**src/logic/reset_irq_defs.svh**
```systemverilog
/*
  Offsets, field positions, reset values and vectors of the reset-cause
  and interrupt logic.
  Assumes inclusion by bare name from the package and the modules.
*/
// Contract
// - Reset from power, reset pin, watchdog.
// - Power-on: wake flag 0, timeout 1, powerdown 1.
// - Pin reset running: clear wake, keep others.
// - Pin reset from sleep: 0, 1, 0.
// - Watchdog running: clear wake, timeout; keep powerdown.
// - Watchdog from sleep: all three flags 0.
// - Port change wake: 1, 1, 0.
// - Watchdog clear sets 1,1; sleep sets 1,0.
// - Three falling-edge sources: timer, port, external; the port flag here sets on a watched pin change in either direction.
// - Only input pins, not external pin, trigger.
// - Port change wakes; vector if enabled.
// - Enabled interrupt fetches from 008H; flags, masks.
// - Enable and disable instructions drive global enable.
// - Flags set regardless of mask, except port.
// - Effective request is flags AND mask.
// - Return instruction ends handler, sets enable.
// - Software interrupt fetches from 001H.
`ifndef RESET_IRQ_DEFS_SVH
`define RESET_IRQ_DEFS_SVH

// ---------------------------------------------------------------
// Register offsets (byte addresses)
// ---------------------------------------------------------------
`define RI_STATUS_OFS   8'h00
`define RI_FLAGS_OFS    8'h04
`define RI_MASK_OFS     8'h08
`define RI_CTRL_OFS     8'h0c
`define RI_RETADDR_OFS  8'h10

// ---------------------------------------------------------------
// Field positions
// ---------------------------------------------------------------
`define RI_ST_WAKE_BIT  2
`define RI_ST_TO_BIT    1
`define RI_ST_PD_BIT    0
`define RI_ST_GIE_BIT   3
`define RI_ST_SLP_BIT   4
`define RI_FL_TIMER_BIT 0
`define RI_FL_PORT_BIT  1
`define RI_FL_EXT_BIT   2
`define RI_CT_EXTSEL_BIT 0

// ---------------------------------------------------------------
// Reset values and vectors
// ---------------------------------------------------------------
`define RI_MASK_RST     3'h0
`define RI_DIR_RST      8'hff
`define RI_VEC_IRQ      10'h008
`define RI_VEC_SWI      10'h001
`define RI_PC_W         10

`endif

```
**src/logic/reset_irq_pkg.sv**
```systemverilog
/*
  Types shared by the reset-cause and interrupt logic.
  Assumes reset_irq_defs.svh is on the include path.
*/
package reset_irq_pkg;
`include "reset_irq_defs.svh"

  // Core instruction strobes, one-cycle pulses
  typedef struct packed {
    logic wdt_clear;
    logic sleep;
    logic enable_int;
    logic disable_int;
    logic ret_int;
    logic soft_int;
  } instr_t;

  // Reset-cause flags
  typedef struct packed {
    logic wake;
    logic timeout;
    logic powerdown;
  } cause_t;

  // Vector request to the sequencer
  typedef struct packed {
    logic                 take;
    logic [`RI_PC_W-1:0]  addr;
  } vector_t;

  typedef enum logic [2:0] {
    RUN_S   = 3'b001,
    SLEEP_S = 3'b010,
    WAKE_S  = 3'b100
  } run_state_t;
endpackage

```
**src/logic/edge_sync.sv**
```systemverilog
/*
  Two-flop synchroniser with falling-edge detector for a pin group.
  Assumes pins are asynchronous to clk_i.
*/
module edge_sync #(
  parameter int WIDTH = 8
) (
  input  wire logic             clk_i,
  input  wire logic             rst_i,
  input  wire logic [WIDTH-1:0] pin_i,
  output logic      [WIDTH-1:0] level_o,
  output logic      [WIDTH-1:0] fall_o
);
  logic [WIDTH-1:0] meta;
  logic [WIDTH-1:0] sync;
  logic [WIDTH-1:0] prev;

  always_ff @(posedge clk_i) begin
    if (rst_i) begin
      meta <= '1;
      sync <= '1;
      prev <= '1;
    end else begin
      meta <= pin_i;
      sync <= meta;
      prev <= sync;
    end
  end

  assign level_o = sync;
  assign fall_o  = prev & ~sync;
endmodule

```
**src/logic/port_change.sv**
```systemverilog
/*
  Port input change detector against a reference latched on port read or reported change.
  Assumes synchronised pin levels and same-clock strobes.
*/
module port_change #(
  parameter int WIDTH = 8
) (
  input  wire logic             clk_i,
  input  wire logic             rst_i,
  input  wire logic [WIDTH-1:0] level_i,
  input  wire logic [WIDTH-1:0] is_output_i,
  input  wire logic             ext_sel_i,
  input  wire logic             port_read_i,
  output logic                  change_o
);
  logic [WIDTH-1:0] ref_level;
  logic [WIDTH-1:0] watch;

  // Reference follows each port read and each reported change
  always_ff @(posedge clk_i) begin
    if (rst_i) begin
      ref_level <= '1;
    end else if (port_read_i || change_o) begin
      ref_level <= level_i;
    end
  end

  always_comb begin
    watch    = ~is_output_i;
    watch[0] = watch[0] & ~ext_sel_i;
  end

  assign change_o = |((level_i ^ ref_level) & watch);
endmodule

```
**src/logic/reset_irq.sv**
```systemverilog
/*
  Reset-cause flags and interrupt controller of a small 8-bit core,
  with a classic Wishbone register slave.
  Assumes the core sequencer pulses instruction strobes for one cycle,
  and that power-on, pin and watchdog reset events are same-clock.
*/
`include "reset_irq_defs.svh"
module reset_irq
  import reset_irq_pkg::*;
#(
  parameter int PORT_W = 8
) (
  input  wire logic                 clk_i,
  input  wire logic                 rst_i,
  input  wire logic                 power_on_i,
  input  wire logic                 reset_pin_event_i,
  input  wire logic                 watchdog_expire_i,
  input  wire reset_irq_pkg::instr_t instr_i,
  input  wire logic [`RI_PC_W-1:0]  pc_i,
  input  wire logic                 timer_counter_ovf_i,
  input  wire logic [PORT_W-1:0]    port6_pin_i,
  input  wire logic                 port_read_i,
  input  wire logic                 wb_cyc_i,
  input  wire logic                 wb_stb_i,
  input  wire logic                 wb_we_i,
  input  wire logic [7:0]           wb_adr_i,
  input  wire logic [3:0]           wb_sel_i,
  input  wire logic [31:0]          wb_dat_i,
  output logic [31:0]               wb_dat_o,
  output logic                      wb_ack_o,
  output logic                      core_reset_o,
  output logic                      sleeping_o,
  output reset_irq_pkg::vector_t    vector_o,
  output reset_irq_pkg::cause_t     cause_o
);
  import reset_irq_pkg::*;

  // -------------------------------------------------------------
  // Declarations
  // -------------------------------------------------------------
  cause_t              cause;
  run_state_t          state;
  logic [2:0]          flags;
  logic [2:0]          mask;
  logic                gie;
  logic                ext_sel;
  logic [PORT_W-1:0]   port_dir;
  logic [`RI_PC_W-1:0] ret_addr;
  logic [PORT_W-1:0]   level;
  logic [PORT_W-1:0]   fall;
  logic                change;
  logic                change_q;
  logic                timer_q;
  logic                any_reset;
  logic [2:0]          next_flags;
  logic [2:0]          pending;
  logic                take_irq;
  logic                take_swi;
  logic                wb_hit;
  logic                wr;
  logic [31:0]         rd_data;

  function automatic logic reg_hit(input logic [7:0] a, input logic [7:0] o);
    reg_hit = (a == o);
  endfunction

  // -------------------------------------------------------------
  // Pin inputs
  // -------------------------------------------------------------
  edge_sync #(.WIDTH(PORT_W)) pin_sync (
    .clk_i   (clk_i),
    .rst_i   (rst_i),
    .pin_i   (port6_pin_i),
    .level_o (level),
    .fall_o  (fall)
  );

  port_change #(.WIDTH(PORT_W)) pchg (
    .clk_i       (clk_i),
    .rst_i       (rst_i),
    .level_i     (level),
    .is_output_i (~port_dir),
    .ext_sel_i   (ext_sel),
    .port_read_i (port_read_i),
    .change_o    (change)
  );

  // -------------------------------------------------------------
  // Reset causes
  // -------------------------------------------------------------
  assign any_reset = power_on_i | reset_pin_event_i | watchdog_expire_i;

  always_ff @(posedge clk_i) begin
    if (rst_i) begin
      cause <= '{wake: 1'b0, timeout: 1'b1, powerdown: 1'b1};
    end else if (power_on_i) begin
      cause <= '{wake: 1'b0, timeout: 1'b1, powerdown: 1'b1};
    end else if (watchdog_expire_i) begin
      cause.wake    <= 1'b0;
      cause.timeout <= 1'b0;
      if (state == SLEEP_S) begin
        cause.powerdown <= 1'b0;
      end
    end else if (reset_pin_event_i) begin
      cause.wake <= 1'b0;
      if (state == SLEEP_S) begin
        cause.timeout   <= 1'b1;
        cause.powerdown <= 1'b0;
      end
    end else if (state == SLEEP_S && change && flags_en_port()) begin
      cause <= '{wake: 1'b1, timeout: 1'b1, powerdown: 1'b0};
    end else if (instr_i.wdt_clear) begin
      cause.timeout   <= 1'b1;
      cause.powerdown <= 1'b1;
    end else if (instr_i.sleep) begin
      cause.timeout   <= 1'b1;
      cause.powerdown <= 1'b0;
    end
  end

  function automatic logic flags_en_port();
    flags_en_port = mask[`RI_FL_PORT_BIT];
  endfunction

  // -------------------------------------------------------------
  // Run and sleep state
  // -------------------------------------------------------------
  always_ff @(posedge clk_i) begin
    if (rst_i) begin
      state <= RUN_S;
    end else begin
      case (state)
        RUN_S: begin
          if (instr_i.sleep && !any_reset) begin
            state <= SLEEP_S;
          end
        end
        SLEEP_S: begin
          if (any_reset) begin
            state <= RUN_S;
          end else if (change && flags_en_port()) begin
            state <= WAKE_S;
          end
        end
        WAKE_S: begin
          state <= RUN_S;
        end
        default: begin
          state <= RUN_S;
        end
      endcase
    end
  end

  assign sleeping_o   = (state == SLEEP_S);
  assign core_reset_o = any_reset;
  assign cause_o      = cause;

  // -------------------------------------------------------------
  // Interrupt flags
  // -------------------------------------------------------------
  always_ff @(posedge clk_i) begin
    if (rst_i) begin
      change_q <= 1'b0;
      timer_q  <= 1'b0;
    end else begin
      change_q <= change;
      timer_q  <= timer_counter_ovf_i;
    end
  end

  assign wb_hit = wb_cyc_i & wb_stb_i;
  // Write lands on the edge at which the master samples ack high
  assign wr     = wb_hit & wb_we_i & wb_ack_o & wb_sel_i[0];

  always_comb begin
    next_flags = flags;
    if (wr && reg_hit(wb_adr_i, `RI_FLAGS_OFS)) begin
      next_flags = flags & wb_dat_i[2:0];
    end
    // Set wins over a clear in the same cycle
    if (timer_q && !timer_counter_ovf_i) begin
      next_flags[`RI_FL_TIMER_BIT] = 1'b1;
    end
    if (change && !change_q && mask[`RI_FL_PORT_BIT]) begin
      next_flags[`RI_FL_PORT_BIT] = 1'b1;
    end
    if (ext_sel && fall[0]) begin
      next_flags[`RI_FL_EXT_BIT] = 1'b1;
    end
  end

  always_ff @(posedge clk_i) begin
    if (rst_i || any_reset) begin
      flags <= 3'h0;
    end else begin
      flags <= next_flags;
    end
  end

  // -------------------------------------------------------------
  // Global enable and vectors
  // -------------------------------------------------------------
  assign pending  = flags & mask;
  assign take_irq = gie && (|pending) && state != SLEEP_S;
  assign take_swi = gie && instr_i.soft_int && !take_irq;

  always_ff @(posedge clk_i) begin
    if (rst_i || any_reset) begin
      gie <= 1'b0;
    end else if (take_irq || take_swi) begin
      gie <= 1'b0;
    end else if (instr_i.enable_int || instr_i.ret_int) begin
      gie <= 1'b1;
    end else if (instr_i.disable_int) begin
      gie <= 1'b0;
    end
  end

  always_ff @(posedge clk_i) begin
    if (rst_i) begin
      vector_o <= '0;
      ret_addr <= '0;
    end else begin
      vector_o.take <= take_irq | take_swi;
      if (take_irq) begin
        vector_o.addr <= `RI_VEC_IRQ;
        ret_addr      <= pc_i;
      end else if (take_swi) begin
        vector_o.addr <= `RI_VEC_SWI;
        ret_addr      <= pc_i;
      end
    end
  end

  // -------------------------------------------------------------
  // Control registers
  // -------------------------------------------------------------
  always_ff @(posedge clk_i) begin
    if (rst_i || any_reset) begin
      mask     <= `RI_MASK_RST;
      ext_sel  <= 1'b0;
      port_dir <= `RI_DIR_RST;
    end else if (wr && reg_hit(wb_adr_i, `RI_MASK_OFS)) begin
      mask <= wb_dat_i[2:0];
    end else if (wr && reg_hit(wb_adr_i, `RI_CTRL_OFS)) begin
      ext_sel  <= wb_dat_i[`RI_CT_EXTSEL_BIT];
      port_dir <= wb_dat_i[15:8];
    end
  end

  // -------------------------------------------------------------
  // Wishbone slave
  // -------------------------------------------------------------
  always_comb begin
    rd_data = 32'h0;
    case (wb_adr_i)
      `RI_STATUS_OFS: begin
        rd_data[`RI_ST_WAKE_BIT] = cause.wake;
        rd_data[`RI_ST_TO_BIT]   = cause.timeout;
        rd_data[`RI_ST_PD_BIT]   = cause.powerdown;
        rd_data[`RI_ST_GIE_BIT]  = gie;
        rd_data[`RI_ST_SLP_BIT]  = sleeping_o;
      end
      `RI_FLAGS_OFS: rd_data[2:0] = flags;
      `RI_MASK_OFS:  rd_data[2:0] = mask;
      `RI_CTRL_OFS: begin
        rd_data[`RI_CT_EXTSEL_BIT] = ext_sel;
        rd_data[15:8]              = port_dir;
      end
      `RI_RETADDR_OFS: rd_data[`RI_PC_W-1:0] = ret_addr;
      default: rd_data = 32'h0;
    endcase
  end

  always_ff @(posedge clk_i) begin
    if (rst_i) begin
      wb_ack_o <= 1'b0;
      wb_dat_o <= 32'h0;
    end else begin
      wb_ack_o <= wb_hit & ~wb_ack_o;
      if (wb_hit && !wb_ack_o) begin
        wb_dat_o <= rd_data;
      end
    end
  end
endmodule

```
**config.mk**
```make
export PLATFORM = sky130hd
export DESIGN_NAME = reset_irq
export DESIGN_NICKNAME = d
export VERILOG_FILES = /design/src/logic/reset_irq_pkg.sv /design/src/logic/edge_sync.sv /design/src/logic/port_change.sv /design/src/logic/reset_irq.sv
export VERILOG_INCLUDE_DIRS = /design/src /design/src/logic
export SDC_FILE = /design/constraint.sdc
export NUM_CORES = 1
export LEC_CHECK = 0
export BUFFER_PORTS_ARGS = -buffer_cell sky130_fd_sc_hd__buf_4
export CORE_MARGIN = 5
export CORE_UTILIZATION = 50
export CTS_BUF_LIST = sky130_fd_sc_hd__clkbuf_16
export DETAILED_ROUTE_END_ITERATION = 7
export PLACE_DENSITY = 0.88
export SKIP_LAST_GASP = 1
export SLEW_MARGIN = 5
export SYNTH_ARGS = -nofsm -noshare
export SYNTH_HDL_FRONTEND = slang
export SYNTH_HIERARCHICAL = 1
export SYNTH_SLANG_ARGS = --single-unit
```
**constraint.sdc**
```tcl
create_clock -name clk_i -period 2.19 [get_ports clk_i]
set_input_delay 0.219 -clock clk_i [delete_from_list [all_inputs] [get_ports clk_i]]
set_output_delay 0.219 -clock clk_i [all_outputs]
set_load 0.01 [all_outputs]
```
* After elaboration in Yosys (flattened, before gate mapping) *
Index checks and enable logic that the tools add are counted.

storage, ports and cells
  register bits after elaboration = 79
  input port bits = 78

operators by class
  eq/ne operators = 12
  multiplexer cells = 27
  bitwise operators = 20
  reductions and logical operators = 42

operators by type and width
  operator              count
  $mux W10              2
  $eq A8 B4 Y1 const B  2
  $logic_and A1 B1 Y1   16
  $not A8 Y8            2
  $mux W3               5
  $mux W2               6
  $reduce_bool A2 Y1    5
  $and A8 B8 Y8         1
  $eq A8 B3 Y1 const B  1
  $eq A8 B5 Y1 const B  1
  $logic_not A8 Y1      1
  $mux W4               2
  $pmux W2 S2           2
  $pmux W2 S4           1
  $reduce_or A8 Y1      1
  $xor A8 B8 Y8         1
  $and A1 B1 Y1         7
  $and A3 B3 Y3         2
  $mux W1               6
  $mux W6               1
  $ne A3 B1 Y1 const B  2
  $pmux W3 S2           1
  $reduce_and A2 Y1     3
  $reduce_or A2 Y1      3
  14 further kinds      27

* Logic depth before layout (Yosys ltp) *
Gate-level depths: netlist of the first run.

  depth after elaboration = 10
  depth in mapped cells = 8

* Modules after synthesis *
Netlist of the first run, hierarchy kept.

by module, submodules not included
  module       instances  cells each  area an instance (um^2)  seq. area each (um^2)
  reset_irq    1          281         2507.4                   1081.0
  edge_sync    1          58          703.2                    480.5
  port_change  1          42          431.7                    160.2

* Least setup slack after synthesis of the first run *
No wires, ideal clock.

  path kind = flip-flop to flip-flop
  start = reg pin_sync.sync[6], in the netlist pin_sync/level_o[6]
  end = reg pchg.ref_level[0]
  data arrival time = 1.839 ns
  data required time = 2.070 ns
  path slack = 0.231 ns
  cell stages (with the launch flop) = 8
  buffers on the path = 2
  clock period less this slack = 1.959 ns
  cell sequence = dfxtp_1 xnor2_1 o32ai_1 or4_1 buf_6 or2_0 buf_6 a211o_1

on the way
  word-level cells in the longest chain between the ends = 4

RTL lines
  element                 RTL line           RTL
  from (decl)             edge_sync.sv:15    logic [WIDTH-1:0] sync;
  from (signal assigned)  edge_sync.sv:25    sync <= meta;
  $xor A8 B8 Y8           port_change.sv:33  assign change_o = |((level_i ^ ref_level) & watch);
  $and A8 B8 Y8           port_change.sv:33
  $reduce_or A8 Y1        port_change.sv:33
  net change              reset_irq.sv:51    logic change;
  $logic_or A1 B1 Y1      port_change.sv:23  end else if (port_read_i || change_o) begin
  to (signal assigned)    port_change.sv:24  ref_level <= level_i;
  to (decl)               port_change.sv:16  logic [WIDTH-1:0] ref_level;

The timed path passes the listed nets, and every way through them passes these cells.
A chain may end at the register's enable or synchronous reset.

* Worst setup path after layout of the first run *
  start = reg pin_sync.sync[0], in the netlist pin_sync/level_o[0]
  end = reg pchg.ref_level[7]

Same word-level chain as after synthesis.

==> flow_summary.toml, run 1 <==
[grt]
grt_pass1_wl_um = 12300
grtUsageMet1 = 0.2107
met2_usage = 0.2931
grt_max_degree = 59
grt_use_total = 0.1794
grt_pass1_vias = 2791
busiest_layer = "met2"
grt.overflow.total = 0
antenna_found_initial = 0
grt_use_met3 = 0.05118

[critical_path]
required_ns = 2.41
reg2regPathDepth = 5
endpoint_kind = "flip-flop"
worstPathMaxFanout = 8
path_class = "reg2reg"
r2r_start = "pin_sync/level_o[0]"
crit_arrival_ns = 2.22
crit_end = "pchg/ref_level[7]"
r2r_end = "pchg/ref_level[7]"
critPathLaunchType = "flip-flop"
startpoint = "pin_sync/level_o[0]"
ff2ff_setup_slack_ns = 0.18

[timing]
finalCriticalPeriod_ns = 2.005
finalSetupTns_ns = 0
setup_viol = 0
slew_viol_final = 0
timing.final.crit_share = 0.9156
worst_clock_skew_ns = 0.007354
hold_violations = 0
tightest_slew_ns = 0.5133
rsz0062_at_grt = "false"
fmax_mhz = 498.7
slew_headroom = 0.6532

[detailed_routing]
drc = 0
firstDrtPassIters = 4
wl_per_cell_um = 14.34
routed_wl_um = 7472
final_antenna_net_count = 0
first_iter_violations = 168
vias = 2753
viasPerCell = 5.284

[pwr]
peakVddDrop_mv = 0.4012
p_leak_nw = 1.844
powerDensity_mw_per_mm2 = 795.2

[clock_tree]
cts.sinks = 79
cts_buffer_depth = 2
postCtsHoldBufs = 0
cts_buffers = 9
clock_latency_ns = 0.33
clk_pin_slew_worst_paths_ns = 0.06
tritoncts = "built"
cts_resized = 0
postCtsSetupRepairBufs = 0
cts_root_buffer = "clkbuf_16"
h-tree-depth = 3

[final_layout]
stdcell_count = 521
drive_above_1_share = 0.2472
n_fill_cell = 555
nets = 514
area_growth_syn_to_layout_pct = 25.14
antenna_cells = 0

[flow_run]
maxCapViolCount = 0

[floorplanning]
die-area_sq_mm = 0.008582
fp.dieW_um = 92.64
initial_core_util = 0.5082
placementRows = 30
coreArea_sq_mm = 0.006719
ios = 127
die_h_um = 92.64

[synth]
synth_warnings = 6
syn_area_sq_mm = 0.003415
synthCells = 360
syn_area_per_cell_sq_um = 9.485

[worst_hold_path]
hp-class = "in2reg"

[placement]
gp_congestion = 0.8191
place_inst = 505
portBuffers = 78
hpwl_um = 5530

[outcome]
status = "finished, final reports clean"
[through the flow]
stage | utilization | setup WS [ns] | hold slack [ns] | power, mW | area (sq um)
finish | 0.6359 | 0.1848 | 0.06122 | 3.398 | 4273
global route | 0.6359 | 0.05643 | 0.05319 | 3.530 | 4273
CTS | 0.6359 | 0.1747 | 0.05126 | 3.432 | 4273
detailed placement | 0.5872 | 0.1976 | 0.3903 | 1.823 | 3945
global placement | 0.5872 | 0.2459 | 0.3861 | 1.813 | 3945
floorplan | - | 0.2396 | 0.3031 | 1.735 | 3501
[worst max-delay path: stages (launching register included)]
cell     delay (ns)
dfxtp_1        0.39
xnor2_1        0.13
o32ai_1        0.08
or4_1          0.54
or2_0          0.38
a211o_1        0.36
[routing by layer]
metal  vias up  part of all wire
li1       1359                 -
met1      1261              0.42
met2       119              0.47
met3        14             0.086
met4         0             0.023
met5         -                 0
[report_power, final]
| group | internal (mW) | switching, mW | leakage (nW) |
|---|---|---|---|
| logic | 0.145 | 0.151 | 1.04 |
| registers | 1.48 | 0.0204 | 0.644 |
| clock network | 1.01 | 0.595 | 0.157 |
[sequential cells by signal (all words and copies together), names as in the netlist, 3 cells and up]
register,flops
port_dir,8
pin_sync/meta,8
pchg/ref_level,8
mask,3
pin_sync/level_o,8
cause_o,3
wb_dat_o,16
state,3
ret_addr,10
vector_o,3
flags,3
[worst min path at each step]
stage,startpoint,end,slack (ns),cells after the start
final,port6_pin_i[1],pin_sync/meta[1],0.06,2
after global routing,port6_pin_i[1],pin_sync/meta[1],0.05,2
after CTS,port6_pin_i[1],pin_sync/meta[1],0.05,2
after detailed placement,pin_sync/meta[1],pin_sync/level_o[1],0.39,1
after global placement,pin_sync/meta[1],pin_sync/level_o[1],0.39,1
after floorplan,rst_i,wb_ack_o,0.30,1
[final cells by class]
cell class              instances  area [sq um]  share of cell area
clock buffers                   9         225.2             0.05271
repair buffers                 83         623.1              0.1458
multi-input cells             251          1595              0.3734
clock inverters                 7         102.6             0.02401
well taps                      80         100.1             0.02343
flip-flops and latches         79          1582              0.3701
inverters                      12         45.04             0.01054
[placed cells by master, fill, tap and decap left out, types with 3 or more instances in the layout]
| cell type | instances |
|---|---|
| buf_4 | 83 |
| dfxtp_1 | 79 |
| nor2_1 | 42 |
| mux2i_1 | 27 |
| conb_1 | 24 |
| nand2_1 | 21 |
| a21oi_1 | 17 |
| or2_1 | 17 |
| inv_1 | 12 |
| clkbuf_16 | 9 |
| nand3_1 | 8 |
| o21ai_0 | 8 |
| xnor2_1 | 8 |
| nor3b_1 | 8 |
| a211o_1 | 8 |
| a32oi_1 | 7 |
| nor2b_1 | 7 |
| nor3_1 | 4 |
| a211oi_1 | 3 |
| inv_6 | 3 |
| o22ai_1 | 3 |
Power figures use the tool's default switching activity.
==> run 2, diff against run 1 <==
- CORE_UTILIZATION: 50 -> 45
- PLACE_DENSITY: 0.88 -> 0.84
- clock period: 2.19 -> 1.6 ns (I/O delays scaled with it)
==> flow_summary.toml, run 2 (synthesis gave the netlist of run 1 again) <==
[timing]
rsz0062_at_grt = "true"
finalSetupTns_ns = -3.061
finalWorstSetupSlack_ns = -0.2687
hold_violations = 0
slew_viol_final = 0
fmax_mhz = 535.1
worst_clock_skew_ns = 0.006323
finalCriticalPeriod_ns = 1.869
setup_viol = 15
timing.final.crit_share = 1.168

[clock_tree]
clk_pin_slew_worst_paths_ns = 0.06
cts.sinks = 79
tritoncts = "built"
h-tree-depth = 3
cts_root_buffer = "clkbuf_16"
clock_latency_ns = 0.34
cts_buffer_depth = 2
cts_buffers = 9

[detailed_routing]
highest_layer = "met4"
viasPerCell = 5.128
route.met3.wl_um = 672
vias = 2954
firstDrtPassIters = 4
drc = 0
routed_wl_um = 8575
wl_per_cell_um = 14.89
wl_met2_um = 4311
final_antenna_net_count = 0
first_iter_violations = 119
wl_met1_um = 3426

[final_layout]
antenna_cells = 0
final_cell_mix = "buf_4 (108), dfxtp_1 (69), nor2_1 (42), mux2i_1 (27), conb_1 (24)"
max_flop_register = "wb_dat_o"
nets = 550
reg_top3 = "wb_dat_o (16), ret_addr (10)"
area_growth_syn_to_layout_pct = 37.67
largest_register_ffs = 16
postLayoutCoreUtil = 0.6412
final_common_cell = "buf_4"
drive_above_1_share = 0.3417

[flow_run]
maxCapViolCount = 0

[critical_path]
path_class = "reg2reg"
worstPathMaxFanout = 8
required_ns = 1.82
r2r_end = "pchg/ref_level[0]"
reg2regPathDepth = 5
crit_arrival_ns = 2.09
critPathLaunchType = "flip-flop"
r2r_start = "pin_sync/level_o[2]"
endpoint_kind = "flip-flop"
startpoint = "pin_sync/level_o[2]"
ff2ff_setup_slack_ns = -0.27
crit_end = "pchg/ref_level[0]"

[pwr]
powerDensity_mw_per_mm2 = 993.4
peakVddDrop_mv = 0.6173
p_total_mw = 4.670
p_leak_nw = 2.055

[floorplanning]
die_h_um = 97.11
ios = 127
placementRows = 31
coreArea_sq_mm = 0.007331
fp.dieW_um = 97.11
initial_core_util = 0.4658
die-area_sq_mm = 0.009430

[placement]
portBuffers = 78
gp_congestion = 0.8571
hpwl_um = 6097

[grt]
grt_max_degree = 20
grt.overflow.total = 0
antenna_found_initial = 0
grt_pass1_vias = 2969
grt_use_total = 0.1824
grt_pass1_wl_um = 13990

[outcome]
status = "finished with violations"
violations = "negative setup slack"

[worst_hold_path]
hp-class = "in2reg"
-- run 2: cell type report --
cell class / instances / area, sq um
clock inverters: 7 / 78.83
fillers: 577 / 2630
flip-flops and latches: 79 / 1594
inverters: 12 / 45.04
clock buffers: 9 / 225.2
repair buffers: 119 / 949.7
well taps: 99 / 123.9
multi-input cells: 251 / 1684
-- run 2: power breakdown --
group | internal (mW) | switching [mW] | total (mW)
Clock | 1.22 | 0.829 | 2.05
Sequential | 2.02 | 0.0340 | 2.06
Combinational | 0.312 | 0.251 | 0.564
-- run 2: worst max-delay path: stages (launching register included) --
cell	delay, ns
dfxtp_2	0.34
xnor2_2	0.14
o22ai_1	0.10
or4_4	0.57
or2_4	0.32
a211o_1	0.28
-- run 2: stage by stage --
stage	cells	area (sq um)	hold slack (ns)	worst slack, ns
2_1_floorplan	383	3505	0.2441	-0.3035
3_3_place_gp	548	4153	0.3381	-0.2559
3_5_place_dp	548	4153	0.3412	-0.3492
4_1_cts	576	4653	0.03998	-0.1978
5_1_grt	576	4701	0.03817	-0.3671
6_report	576	4701	0.04491	-0.2687
-- run 2: routing by layer --
metal  GRT usage  up-vias
li1            -     1441
met5           0        -
met3     0.06963       15
met4     0.07883        0
met2      0.3079      115
met1      0.2045     1383
-- run 2: worst min-delay path by stage --
stage                                  from                to  slack, ns  cells past startpoint
after floorplan                       rst_i          wb_ack_o       0.24                      1
after global placement       port6_pin_i[1]  pin_sync/meta[1]       0.34                      2
after detailed placement     port6_pin_i[1]  pin_sync/meta[1]       0.34                      2
after CTS                      wb_dat_i[11]       port_dir[3]       0.04                      3
after global routing      watchdog_expire_i        cause_o[1]       0.04                      2
final                          wb_dat_i[11]       port_dir[3]       0.04                      3
-- run 2: timing repair --
action | CTS | global route
setup endpoints to repair | 15 | 15
gates cloned | 1 | 0
resized for setup | 19 | 11
hold endpoints to repair | 8 | 0
buffers inserted | 3 | 0
pin swaps | 7 | 6
hold buffers | 8 | 0
==> run 3, diff against run 2 <==
- ABC_AREA: unset -> 1
- CORE_UTILIZATION: 45 -> 46
- PLACE_DENSITY: 0.84 -> 0.85
- SLEW_MARGIN: 5 -> unset
==> flow_summary.toml, run 3 <==
[outcome]
status = "finished, final reports clean"

[critical_path]
crit_arrival_ns = 1.68
required_ns = 1.80
r2r_start = "pchg/ref_level[6]"
path_cells = "or2_0 > nand2_1 > nand2_2 > nor2_8 > nand2_2 > nand3_2 > nand3_1 > a21oi_1 > o21ai_0"
critPathLaunchType = "flip-flop"
critPathSlowestCell = "dfxtp_1"
ff2ff_setup_slack_ns = 0.13
cp_common_cell = "nand2_2"
worstPathMaxFanout = 3
cp_slowest_stage_delay_ns = 0.33
endpoint_kind = "flip-flop"
r2r_end = "cause_o[1]"
path_class = "reg2reg"
reg2regPathDepth = 9

[floorplanning]
die_h_um = 97.85
ios = 127
placementRows = 32
initial_core_util = 0.4666
die-area_sq_mm = 0.009574
fp.dieW_um = 97.85
coreArea_sq_mm = 0.007607

[worst_hold_path]
hold_start = "port6_pin_i[2]"
min_to = "pin_sync/meta[2]"
hold_depth = 3
hp-class = "in2reg"

[final_layout]
nets = 639
largest_register_ffs = 16
postLayoutCoreUtil = 0.5890
n_fill_cell = 662
drive_above_1_share = 0.2244
antenna_cells = 0
max_flop_register = "wb_dat_o"
area_growth_syn_to_layout_pct = 26.22
reg_top3 = "wb_dat_o (16), ret_addr (10)"
final_common_cell = "nand2_1"
final_cell_mix = "nand2_1 (98), buf_4 (84), dfxtp_1 (79), inv_1 (68), nor2_1 (51)"

[timing]
setup_viol = 0
worst_clock_skew_ns = 0.008706
finalSetupTns_ns = 0
fmax_mhz = 678.5
timing.final.crit_share = 0.9212
slew_viol_final = 0
rsz0062_at_grt = "false"
hold_violations = 0
finalCriticalPeriod_ns = 1.474

[grt]
grt.overflow.total = 0
grt_use_total = 0.1690
grt_max_degree = 26
met2_usage = 0.3016
busiest_layer = "met2"
grt_pass1_vias = 3109
antenna_found_initial = 0
grtUsageMet1 = 0.1796
grt_use_met3 = 0.04786
grt_pass1_wl_um = 13340

[clock_tree]
cts_buffers = 9
cts.sinks = 79
postCtsSetupRepairBufs = 0
cts_root_buffer = "clkbuf_16"
clk_pin_slew_worst_paths_ns = 0.06
h-tree-depth = 3
clock_latency_ns = 0.33
tritoncts = "built"
cts_buffer_depth = 2

[detailed_routing]
drc = 0
firstDrtPassIters = 4
routed_wl_um = 8039
wl_per_cell_um = 12.03
viasPerCell = 4.769
final_antenna_net_count = 0
first_iter_violations = 140
vias = 3186

[synth]
synthCells = 476
syn_area_per_cell_sq_um = 7.457
synth_warnings = 6
syn_area_sq_mm = 0.003550

[pwr]
peakVddDrop_mv = 0.5877
powerDensity_mw_per_mm2 = 1058
p_leak_nw = 2.361

[flow_run]
maxCapViolCount = 0

[placement]
hpwl_um = 6158
gp_congestion = 0.8980
portBuffers = 78
[run 3: cell types whose count changed in the layout (fill, tap and decap cells not counted), moves of 8 or more]
cell | before | now
dfxtp_2 | 10 | 0
mux2i_1 | 27 | 0
dfxtp_1 | 69 | 79
nand3_1 | 8 | 25
buf_4 | 108 | 84
o21ai_0 | 6 | 37
or2_1 | 17 | 1
nand2_1 | 20 | 98
inv_1 | 12 | 68
o211ai_1 | 0 | 9
a21oi_1 | 16 | 24
nor2_1 | 42 | 51
a211o_1 | 8 | 0
[run 3: report_power, final]
part	switching, mW	internal (mW)
clock network	0.747	1.35
logic	0.311	0.237
registers	0.0448	2.05
total	1.10	3.64
[run 3: timing repair]
action	in CTS	in global routing
endpoints found under the hold margin	2	0
endpoints found under the setup margin	0	3
hold buffers	2	0
resized for setup	0	3
[run 3: worst max-delay path by stage]
stage,start,end,slack (ns),cells after the start
floorplan,pin_sync/level_o[0],cause_o[1],0.20,9
global placement,pin_sync/level_o[0],cause_o[1],0.18,9
detailed placement,pin_sync/level_o[0],cause_o[1],0.08,9
CTS,pchg/ref_level[6],cause_o[1],0.06,9
global route,port_dir[6],cause_o[0],0.02,11
finish,pchg/ref_level[6],cause_o[1],0.13,9
[run 3: stage by stage]
step / instance area [sq um] / hold slack (ns) / setup WS (ns) / total power, mW / std cells
2_1_floorplan: 3636 / 0.2369 / 0.2001 / 2.482 / 499
3_3_place_gp: 4136 / 0.3349 / 0.1759 / 2.643 / 650
3_5_place_dp: 4136 / 0.3349 / 0.08001 / 2.667 / 650
4_1_cts: 4471 / 0.004130 / 0.05534 / 4.770 / 668
5_1_grt: 4481 / 0.006579 / 0.02453 / 4.927 / 668
6_report: 4481 / 0.008101 / 0.1262 / 4.740 / 668
[run 3: layout make-up]
class,count,area [sq um],area share
flip-flops and latches,79,1582,0.3530
clock inverters,7,88.84,0.01983
clock buffers,9,225.2,0.05027
inverters,73,274.0,0.06116
well taps,102,127.6,0.02848
repair buffers,86,650.6,0.1452
multi-input cells,312,1533,0.3421
[run 3: critical path, delay by kind of cell (launching register included)]
kind / cells / cell delay (ns)
AOI/OAI and AO/OA: 2 / 0.26
DFF: 1 / 0.33
and+or+nand+nor: 7 / 0.76
[run 3: per-layer routing]
metal,vias to the layer above,routed length (um)
li1,1624,-
met1,1424,3042
met2,119,4158
met3,19,619
met4,0,218
met5,-,0
